<file path="src/sfp_map.vh">
// Purpose: Named constants of the serial flash program sequencer.
// Assumes: Included by the sequencer only.
// Notes: Opcodes, protocol codes, lane widths, phases, address byte counts and sector bits.
`ifndef SFP_MAP_VH
`define SFP_MAP_VH
`define SFP_OP_WREN 8'h06
`define SFP_OP_WRDI 8'h04
`define SFP_OP_CLRFLAG 8'h50
`define SFP_OP_PP 8'h02
`define SFP_OP_DUAL_PP 8'hA2
`define SFP_OP_XDUAL_PP 8'hD2
`define SFP_OP_QUAD_PP 8'h32
`define SFP_OP_XQUAD_PP 8'h38
`define SFP_OP_PP4 8'h12
`define SFP_OP_QUAD_PP4 8'h34
`define SFP_OP_ENTER4 8'hB7
`define SFP_OP_EXIT4 8'hE9
`define SFP_OP_SUSPEND 8'h75
`define SFP_OP_RESUME 8'h7A
`define SFP_PROTO_EXT 2'h0
`define SFP_PROTO_DUAL 2'h1
`define SFP_PROTO_QUAD 2'h2
`define SFP_W1 3'h1
`define SFP_W2 3'h2
`define SFP_W4 3'h4
`define SFP_PH_OPC 2'h0
`define SFP_PH_ADDR 2'h1
`define SFP_PH_DATA 2'h2
`define SFP_PH_IGN 2'h3
`define SFP_ABYTES3 3'h3
`define SFP_ABYTES4 3'h4
`define SFP_SECT_BITS 4
`endif

</file>
<file path="src/sfp_program_sequencer.v">
// Purpose: Program command sequencer of a serial NOR flash behind its SPI pins.
// Assumes: spi_clk, spi_sel_n and serial_lanes are asynchronous and far slower than clk.
// Notes: A command is committed on the rising edge of select; the array sits outside.
//
// Behaviour
// - Opcode 50h clears erase, program and protection error flags.
// - Input uses lane zero, two lanes or four lanes per protocol, and per opcode and phase in extended protocol.
// - Select not at byte boundary: no program, no flag, latch kept.
// - Address bits are sampled on rising serial clock edges.
// - Protected target: no program, latch kept, flag bits 1 and 4 set.
// - Program timeout clears the latch and sets program failure.
// - Programming only turns ones into zeros.
// - Decode 02h, A2h and D2h as program commands.
// - Decode 32h and 38h as quad program commands.
// - Decode 12h and 34h as four-byte address program commands.
// - Write in progress is one while programming; status always visible.
// - Executed program clears the write enable latch at its end.
// - Suspend pauses and resume continues a running program.
// - Bytes past the page end wrap to the page start.
// - Overrun keeps only the last page-size bytes.
// - Short data programs only the bytes sent.
// - Four-byte commands carry a 32-bit address.
// - Address width comes from nonvolatile setting or enter/exit commands.
// - Dedicated four-byte opcodes always use four address bytes.
// - 06h sets the write enable latch; 04h clears it unless the protection error flag is set.
`timescale 1ns/10ps
`include "sfp_map.vh"
module sfp_program_sequencer #(
   parameter PAGE_BITS = 8,
   parameter ADDR_W = 32,
   parameter SECTOR_MSB = 25,
   parameter TIMEOUT_CYCLES = 1000000
) (
   input wire clk,
   input wire reset_n,
   input wire spi_clk,
   input wire spi_sel_n,
   input wire [3:0] serial_lanes,
   input wire [1:0] proto_mode,
   input wire nv_addr4,
   input wire [15:0] sector_protect,
   input wire erase_fail,
   input wire [7:0] mem_rdata,
   input wire mem_ready,
   output reg wip,
   output reg wel,
   output reg prog_err,
   output reg prot_err,
   output reg erase_err,
   output reg prog_suspended,
   output reg ctrl_ready,
   output reg addr4_mode,
   output reg [ADDR_W-1:0] mem_addr,
   output reg mem_re,
   output reg mem_we,
   output reg [7:0] mem_wdata
);
   localparam PAGE_SIZE = 1 << PAGE_BITS;
   localparam S_IDLE = 2'h0;
   localparam S_SCAN = 2'h1;
   localparam S_READ = 2'h2;
   localparam S_WRITE = 2'h3;

   reg [5:0] sync1;
   reg [5:0] sync2;
   reg clk_prev;
   reg sel_prev;
   reg [1:0] phase;
   reg [7:0] opcode;
   reg [2:0] bit_cnt;
   reg [7:0] shreg;
   reg [2:0] abytes;
   reg [31:0] addr;
   reg data_seen;
   reg [PAGE_BITS-1:0] ptr;
   reg [7:0] pbuf [0:PAGE_SIZE-1];
   reg [PAGE_SIZE-1:0] valid;
   reg [1:0] ex;
   reg [PAGE_BITS-1:0] idx;
   reg [31:0] tmo;
   reg [ADDR_W-1:0] base;
   reg [2:0] lane_w;
   reg [7:0] next_shreg;
   wire [3:0] cnt_sum;
   wire sclk_rise;
   wire sel_rise;
   wire byte_done;
   wire [2:0] need;
   wire boundary;

   function is_prog;
      input [7:0] op;
      begin
         case (op)
            `SFP_OP_PP, `SFP_OP_DUAL_PP, `SFP_OP_XDUAL_PP: is_prog = 1'b1;
            `SFP_OP_QUAD_PP, `SFP_OP_XQUAD_PP: is_prog = 1'b1;
            `SFP_OP_PP4, `SFP_OP_QUAD_PP4: is_prog = 1'b1;
            default: is_prog = 1'b0;
         endcase
      end
   endfunction

   // Only the second stage is looked at; the first may be metastable.
   always @(posedge clk) begin
      if (!reset_n) begin
         sync1 <= 6'h01;
         sync2 <= 6'h01;
         clk_prev <= 1'b0;
         sel_prev <= 1'b1;
      end else begin
         sync1 <= {serial_lanes, spi_clk, spi_sel_n};
         sync2 <= sync1;
         clk_prev <= sync2[1];
         sel_prev <= sync2[0];
      end
   end

   assign sclk_rise = sync2[1] & ~clk_prev & ~sync2[0];
   assign sel_rise = sync2[0] & ~sel_prev;

   always @* begin
      lane_w = `SFP_W1;
      if (proto_mode == `SFP_PROTO_QUAD) begin
         lane_w = `SFP_W4;
      end else if (proto_mode == `SFP_PROTO_DUAL) begin
         lane_w = `SFP_W2;
      end else if (phase == `SFP_PH_ADDR) begin
         if (opcode == `SFP_OP_XDUAL_PP) begin
            lane_w = `SFP_W2;
         end else if (opcode == `SFP_OP_XQUAD_PP) begin
            lane_w = `SFP_W4;
         end
      end else if (phase == `SFP_PH_DATA) begin
         case (opcode)
            `SFP_OP_DUAL_PP, `SFP_OP_XDUAL_PP: lane_w = `SFP_W2;
            `SFP_OP_QUAD_PP, `SFP_OP_XQUAD_PP, `SFP_OP_QUAD_PP4: lane_w = `SFP_W4;
            default: lane_w = `SFP_W1;
         endcase
      end
   end

   always @* begin
      case (lane_w)
         `SFP_W1: next_shreg = {shreg[6:0], sync2[2]};
         `SFP_W2: next_shreg = {shreg[5:0], sync2[3:2]};
         default: next_shreg = {shreg[3:0], sync2[5:2]};
      endcase
   end

   assign cnt_sum = {1'b0, bit_cnt} + {1'b0, lane_w};
   assign byte_done = sclk_rise & cnt_sum[3];
   // Dedicated four-byte opcodes ignore the mode setting.
   assign need = (addr4_mode || opcode == `SFP_OP_PP4 || opcode == `SFP_OP_QUAD_PP4) ?
      `SFP_ABYTES4 : `SFP_ABYTES3;
   assign boundary = (bit_cnt == 3'h0);

   always @(posedge clk) begin
      if (!reset_n) begin
         phase <= `SFP_PH_OPC;
         opcode <= 8'h00;
         bit_cnt <= 3'h0;
         shreg <= 8'h00;
         abytes <= 3'h0;
         addr <= 32'h0;
         data_seen <= 1'b0;
         ptr <= {PAGE_BITS{1'b0}};
         valid <= {PAGE_SIZE{1'b0}};
      end else if (sync2[0]) begin
         phase <= `SFP_PH_OPC;
         bit_cnt <= 3'h0;
         data_seen <= 1'b0;
      end else if (sclk_rise) begin
         shreg <= next_shreg;
         bit_cnt <= cnt_sum[2:0];
         if (byte_done) begin
            case (phase)
               `SFP_PH_OPC: begin
                  opcode <= next_shreg;
                  abytes <= 3'h0;
                  addr <= 32'h0;
                  // A busy array or a clear latch makes the frame a no-op.
                  if (is_prog(next_shreg) && wel && !wip) begin
                     phase <= `SFP_PH_ADDR;
                  end else begin
                     phase <= `SFP_PH_IGN;
                  end
               end
               `SFP_PH_ADDR: begin
                  addr <= {addr[23:0], next_shreg};
                  abytes <= abytes + 3'h1;
                  if (abytes + 3'h1 == need) begin
                     phase <= `SFP_PH_DATA;
                     ptr <= next_shreg[PAGE_BITS-1:0];
                     valid <= {PAGE_SIZE{1'b0}};
                  end
               end
               `SFP_PH_DATA: begin
                  pbuf[ptr] <= next_shreg;
                  valid[ptr] <= 1'b1;
                  ptr <= ptr + {{(PAGE_BITS-1){1'b0}}, 1'b1};
                  data_seen <= 1'b1;
               end
               default: phase <= `SFP_PH_IGN;
            endcase
         end
      end
   end

   wire commit_ok = sel_rise && phase != `SFP_PH_OPC && boundary;
   wire prog_go = sel_rise && phase == `SFP_PH_DATA && boundary && data_seen;
   wire protected_hit = sector_protect[addr[SECTOR_MSB -: `SFP_SECT_BITS]];
   wire clr_cmd = sel_rise && phase != `SFP_PH_OPC && opcode == `SFP_OP_CLRFLAG;
   wire timed_out = (ex != S_IDLE) && (tmo >= TIMEOUT_CYCLES - 1);
   wire last_idx = (idx == {PAGE_BITS{1'b1}});
   wire set_prot = prog_go && protected_hit;

   always @(posedge clk) begin
      if (!reset_n) begin
         wip <= 1'b0;
         wel <= 1'b0;
         prog_err <= 1'b0;
         prot_err <= 1'b0;
         erase_err <= 1'b0;
         prog_suspended <= 1'b0;
         ctrl_ready <= 1'b1;
         addr4_mode <= nv_addr4;
         mem_addr <= {ADDR_W{1'b0}};
         mem_re <= 1'b0;
         mem_we <= 1'b0;
         mem_wdata <= 8'h00;
         ex <= S_IDLE;
         idx <= {PAGE_BITS{1'b0}};
         tmo <= 32'h0;
         base <= {ADDR_W{1'b0}};
      end else begin
         ctrl_ready <= ~wip | prog_suspended;
         // A new error wins over a clear arriving in the same cycle.
         prot_err <= (prot_err & ~clr_cmd) | set_prot;
         prog_err <= (prog_err & ~clr_cmd) | set_prot | timed_out;
         erase_err <= (erase_err & ~clr_cmd) | erase_fail;
         if (commit_ok && opcode == `SFP_OP_WREN) begin
            wel <= 1'b1;
         end else if (commit_ok && opcode == `SFP_OP_WRDI && !prot_err) begin
            wel <= 1'b0;
         end
         if (commit_ok && opcode == `SFP_OP_ENTER4) begin
            addr4_mode <= 1'b1;
         end else if (commit_ok && opcode == `SFP_OP_EXIT4) begin
            addr4_mode <= 1'b0;
         end
         if (commit_ok && opcode == `SFP_OP_SUSPEND && wip) begin
            prog_suspended <= 1'b1;
         end else if (commit_ok && opcode == `SFP_OP_RESUME) begin
            prog_suspended <= 1'b0;
         end
         if (timed_out) begin
            ex <= S_IDLE;
            wip <= 1'b0;
            wel <= 1'b0;
            mem_re <= 1'b0;
            mem_we <= 1'b0;
            prog_suspended <= 1'b0;
         end else begin
            if (ex != S_IDLE && !prog_suspended) begin
               tmo <= tmo + 32'h1;
            end
            case (ex)
               S_IDLE: begin
                  if (prog_go && !protected_hit) begin
                     ex <= S_SCAN;
                     wip <= 1'b1;
                     idx <= {PAGE_BITS{1'b0}};
                     tmo <= 32'h0;
                     base <= addr[ADDR_W-1:0];
                  end
               end
               S_SCAN: begin
                  // Suspension is honoured between bytes so no write is cut short.
                  if (!prog_suspended) begin
                     if (valid[idx]) begin
                        mem_addr <= {base[ADDR_W-1:PAGE_BITS], idx};
                        mem_re <= 1'b1;
                        ex <= S_READ;
                     end else if (last_idx) begin
                        ex <= S_IDLE;
                        wip <= 1'b0;
                        wel <= 1'b0;
                     end else begin
                        idx <= idx + {{(PAGE_BITS-1){1'b0}}, 1'b1};
                     end
                  end
               end
               S_READ: begin
                  mem_re <= 1'b0;
                  if (!mem_re) begin
                     mem_wdata <= mem_rdata & pbuf[idx];
                     mem_we <= 1'b1;
                     ex <= S_WRITE;
                  end
               end
               default: begin
                  if (mem_ready) begin
                     mem_we <= 1'b0;
                     if (last_idx) begin
                        ex <= S_IDLE;
                        wip <= 1'b0;
                        // A suspend that lands on the final byte lapses with the program.
                        prog_suspended <= 1'b0;
                        wel <= 1'b0;
                     end else begin
                        idx <= idx + {{(PAGE_BITS-1){1'b0}}, 1'b1};
                        ex <= S_SCAN;
                     end
                  end
               end
            endcase
         end
      end
   end
endmodule

</file>
<file path="config.mk">
export PLATFORM = sky130hd
export DESIGN_NAME = sfp_program_sequencer
export DESIGN_NICKNAME = d
export VERILOG_FILES = /design/src/sfp_program_sequencer.v
export VERILOG_INCLUDE_DIRS = /design/src
export SDC_FILE = /design/constraint.sdc
export NUM_CORES = 2
export LEC_CHECK = 0
export ABC_CLOCK_PERIOD_IN_PS = 10200
export BUFFER_PORTS_ARGS = -buffer_cell sky130_fd_sc_hd__buf_2
export CORE_MARGIN = 2
export CORE_UTILIZATION = 40
export CTS_CLUSTER_DIAMETER = 80
export DETAILED_ROUTE_END_ITERATION = 16
export PLACE_DENSITY_LB_ADDON = 0.08
export SETUP_SLACK_MARGIN = 0.05
export SLEW_MARGIN = 20
export SYNTH_ARGS = -nofsm -noshare
export SYNTH_HDL_FRONTEND = slang
export SYNTH_SLANG_ARGS = --single-unit
</file>
<file path="constraint.sdc">
create_clock -name clk -period 10.2 [get_ports clk]
set_input_delay 1.53 -clock clk [delete_from_list [all_inputs] [get_ports clk]]
set_output_delay 1.53 -clock clk [all_outputs]
set_load 0.005 [all_outputs]
</file>
==> qor.yml <==
flow_run:
  maxCapViolations: 0
sta:
  period_needed_ns: 6.01
  tns_ns: 0
  relSlewSlack_pct: 25.5
  finClkSkew_ns: 0.0522
  timing_max_transition_violations_final: 0
  fin_ws_ns: 4.19
  worstMarginPinSlew_ns: 1.11
  max_freq_mhz: 166
  fin_crit_sh_pct: 58.9
  finalSetupViolations: 0
  rsz0062_at_grt: "false"
  finalHoldViolCount: 0
critical_path:
  reg2reg_depth: 12
  path_common_cell: "a21oi_1"
  end_kind: "register"
  rr_startpoint: "phase[0]$_SDFFE_PP0P_"
  crit_path_start_kind: "register"
  cp_max_fo: 17
  cp_slowest_cell: "nand2_2"
  worst-setup-path-type: "reg -> reg"
  crit_chain: "nand2b_1 -> a21oi_1 -> o2111ai_1 -> nand2_1 -> nor2_4 -> ha_1 -> a21o_1 -> a21oi_1 -> nor2b_1 -> and3_1 -> nand2_2 -> nor2_1"
  reg2reg_to: "pbuf[234][2]$_DFFE_PP_"
  rrSetupSlack_ns: 4.19
  cp.required_ns: 10.69
  critPathArrivalTime_ns: 6.50
  cpPeakStageDelay_ns: 0.94
logic_synthesis:
  synth.distinct_cells: 78
  synth_commonest_cells: "2049 x edfxtp_1, 713 x mux4_2, 670 x nor2_1"
  synth.most_common_cell: "edfxtp_1"
  synth_top_area_cell: "edfxtp_1"
  synth_fp_nets: 5359
  yosysSeqAreaShare_pct: 72.6
  synth_area_leaders: "edfxtp_1 63%, mux4_2 16%, dfxtp_1 9.4%"
  muxShareOfSynthArea_pct: 17.9
  synth_top_family_by_area: "multiplexers"
  ys.flop_type: "edfxtp_1"
  synth_compound_area_share_pct: 2.92
  synth_seq_cells: 2506
  yosys.area.top_type_share_pct: 63.2
  syn_area_per_cell_um2: 18.3
  yosys.area_share.simple_pct: 4.68
  synthXorXnorAreaFrac_pct: 0.126
  netlist_area_mm2: 0.0974
  postSynthCellCount: 5311
  async_flop_share_pct: 0
  ys_warn_count: 0
  synth_edf_count: 2049
  synthAdderAreaFrac_pct: 0.149
finish:
  area_delta_synth_final_pct: 13.4
  multiInputGateArea_mm2: 0.0252
  stdcell_area_mm2: 0.110
  regArea_mm2: 0.0707
  drive_gt1_share_pct: 24.3
  fin_util_pct: 45.5
  layout.nets: 5473
  fin_cells: 8835
  nFillCells: 20500
min_path:
  hp-start: "sync1[0]$_SDFF_PN1_"
  whs_endpoint: "sync2[0]$_SDFF_PN1_"
  hold_path_depth: 1
  hold_class: "reg -> reg"
place:
  dp.cells: 8339
  dp_slack_ns: 3.71
  port-buffer-count: 86
  placed_area_mm2: 0.101
  dp_hpwl_um: 158000
  place.gp.congestion: 0.795
power:
  p_sw_mw: 4.12
  powerDensity_mw_per_mm2: 190
  max-vdd-ir-drop_v: 0.000110
  switching_share_pct: 19.6
  p_leak_nw: 33.8
  p_int_mw: 16.9
  seq_power_share_pct: 52.1
  power_frac_comb_pct: 0.6
  pwr-share-clk_pct: 47.3
global_route:
  grt-ovfl-total: 0
  grt_pass1_wl_um: 385000
  grt_usage_pct: 21.5
  grt_max_degree: 158
  antenna_found_initial: 20
  grt_pass1_vias: 51000
cts:
  clockBufferDepth: 4
  numClockSinks: 2506
  postCtsSetupRepairBufs: 0
  tritoncts: "yes"
  clockRootBuffer: "clkbuf_16"
  numCtsBuffers: 285
  cts_resized: 0
  cts_max_level: 5
  clk_pin_slew_ns: 0.06
  clk_latency_ns: 0.91
  postCtsHoldBufs: 0
detailed_routing:
  wire_per_inst_um: 30.3
  drc: 0
  drt_wl_total_um: 268000
  drtIter0Drc: 4990
  antenna_left: 0
  via_count: 50200
  vias_per_cell: 5.69
  firstDrtPassIters: 6
run_status:
  status: "finished, final reports clean"
floorplan:
  die_w_um: 497
  core_mm2: 0.243
  die_h_um: 497
  die_area_mm2: 0.247
  initial_utilization_pct: 40.1
  rows: 181
  io_pins: 87
==> worst max-delay path by stage <==
| stage | slack (ns) | end | startpoint |
|---|---|---|---|
| after CTS | 4.06 | pbuf[234][2]$_DFFE_PP_ | phase[0]$_SDFFE_PP0P_ |
| final | 4.19 | pbuf[234][2]$_DFFE_PP_ | phase[0]$_SDFFE_PP0P_ |
| after global placement | 3.84 | pbuf[57][3]$_DFFE_PP_ | proto_mode[0] |
| after floorplan | -0.36 | pbuf[0][5]$_DFFE_PP_ | proto_mode[0] |
| after detailed placement | 3.71 | pbuf[234][2]$_DFFE_PP_ | proto_mode[0] |
| after global routing | 3.80 | pbuf[233][2]$_DFFE_PP_ | phase[0]$_SDFFE_PP0P_ |
==> cells by family (layout without fill, tap and decap cells) <==
family | after synthesis | after routing
flops | 2506 | 2506
compound gates | 484 | 484
mux | 849 | 849
xor+xnor | 14 | 14
fa+ha+maj | 11 | 11
buf+inv | 385 | 703
simple gates | 1062 | 1062
other cells | 0 | 4
==> worst max-delay path: cells and delay by family, from the launching register on <==
kind                     cells  cell delay, ns
AND/OR/NAND/NOR              7            3.92
flip-flops                   1            0.57
AO/OA/AOI/OAI                4            0.87
adder cells (fa/ha/maj)      1            0.19
==> cell usage in the layout (no fill, tap or decap), types with 25 or more instances in the layout <==
master | Yosys | final
a21oi_1 | 308 | 308
a22oi_1 | 51 | 51
and2_1 | 46 | 46
buf_2 | 64 | 85
buf_4 | 14 | 87
clkbuf_1 | 242 | 54
clkbuf_16 | 0 | 294
clkinv_1 | 1 | 37
clkinv_2 | 0 | 43
dfxtp_1 | 457 | 447
edfxtp_1 | 2049 | 2049
mux2i_1 | 130 | 130
mux4_2 | 713 | 713
nand2_1 | 157 | 139
nand3_1 | 32 | 28
nand4_1 | 25 | 25
nor2_1 | 670 | 661
nor2b_1 | 32 | 32
nor3_1 | 33 | 32
o21ai_0 | 34 | 34
==> power groups by stage <==
stage / Clock (mW) / Combinational [mW] / Sequential (mW)
2_1_floorplan: 0 / 0.0513 / 11.2
3_3_place_gp: 0 / 0.118 / 11.2
3_5_place_dp: 0 / 0.119 / 11.2
4_1_cts: 10.1 / 0.118 / 11.0
5_1_grt: 10.5 / 0.127 / 10.9
6_report: 9.95 / 0.116 / 11.0
==> per-layer routing <==
| layer | global-route usage (%) | vias to the layer above | part of all wire (%) |
|---|---|---|---|
| met5 | 0 | - | 0 |
| met4 | 5.86 | 0 | 2.6 |
| met3 | 3.12 | 373 | 5.7 |
| met2 | 34.5 | 1744 | 48 |
| met1 | 30.7 | 26700 | 44 |
| li1 | - | 21400 | - |
==> final cells by class <==
cell class | instances | share of cell area (%)
Antenna cell | 4 | 0.00906
Sequential cell | 2506 | 64.0
Tap cell | 3202 | 3.63
Clock buffer | 368 | 7.09
Multi-Input combinational cell | 2420 | 22.9
Clock inverter | 123 | 1.06
Timing Repair Buffer | 187 | 1.25
Inverter | 25 | 0.108
==> metrics by stage <==
step           total power [mW]  hold slack [ns]
6_report                   21.0            0.414
5_1_grt                    21.6            0.447
4_1_cts                    21.2            0.417
3_5_place_dp               11.3            0.403
3_3_place_gp               11.3            0.403
2_1_floorplan              11.2            0.386
==> registers in the layout, summed over array words and instances, names as in the netlist, 7 cells and up, named ones only <==
signal     flops
pbuf        2048
valid        256
addr          32
mem_addr      32
tmo           32
base          24
idx            8
mem_wdata      8
opcode         8
ptr            8
shreg          7
Note: power is estimated with default switching activity, not from simulation.
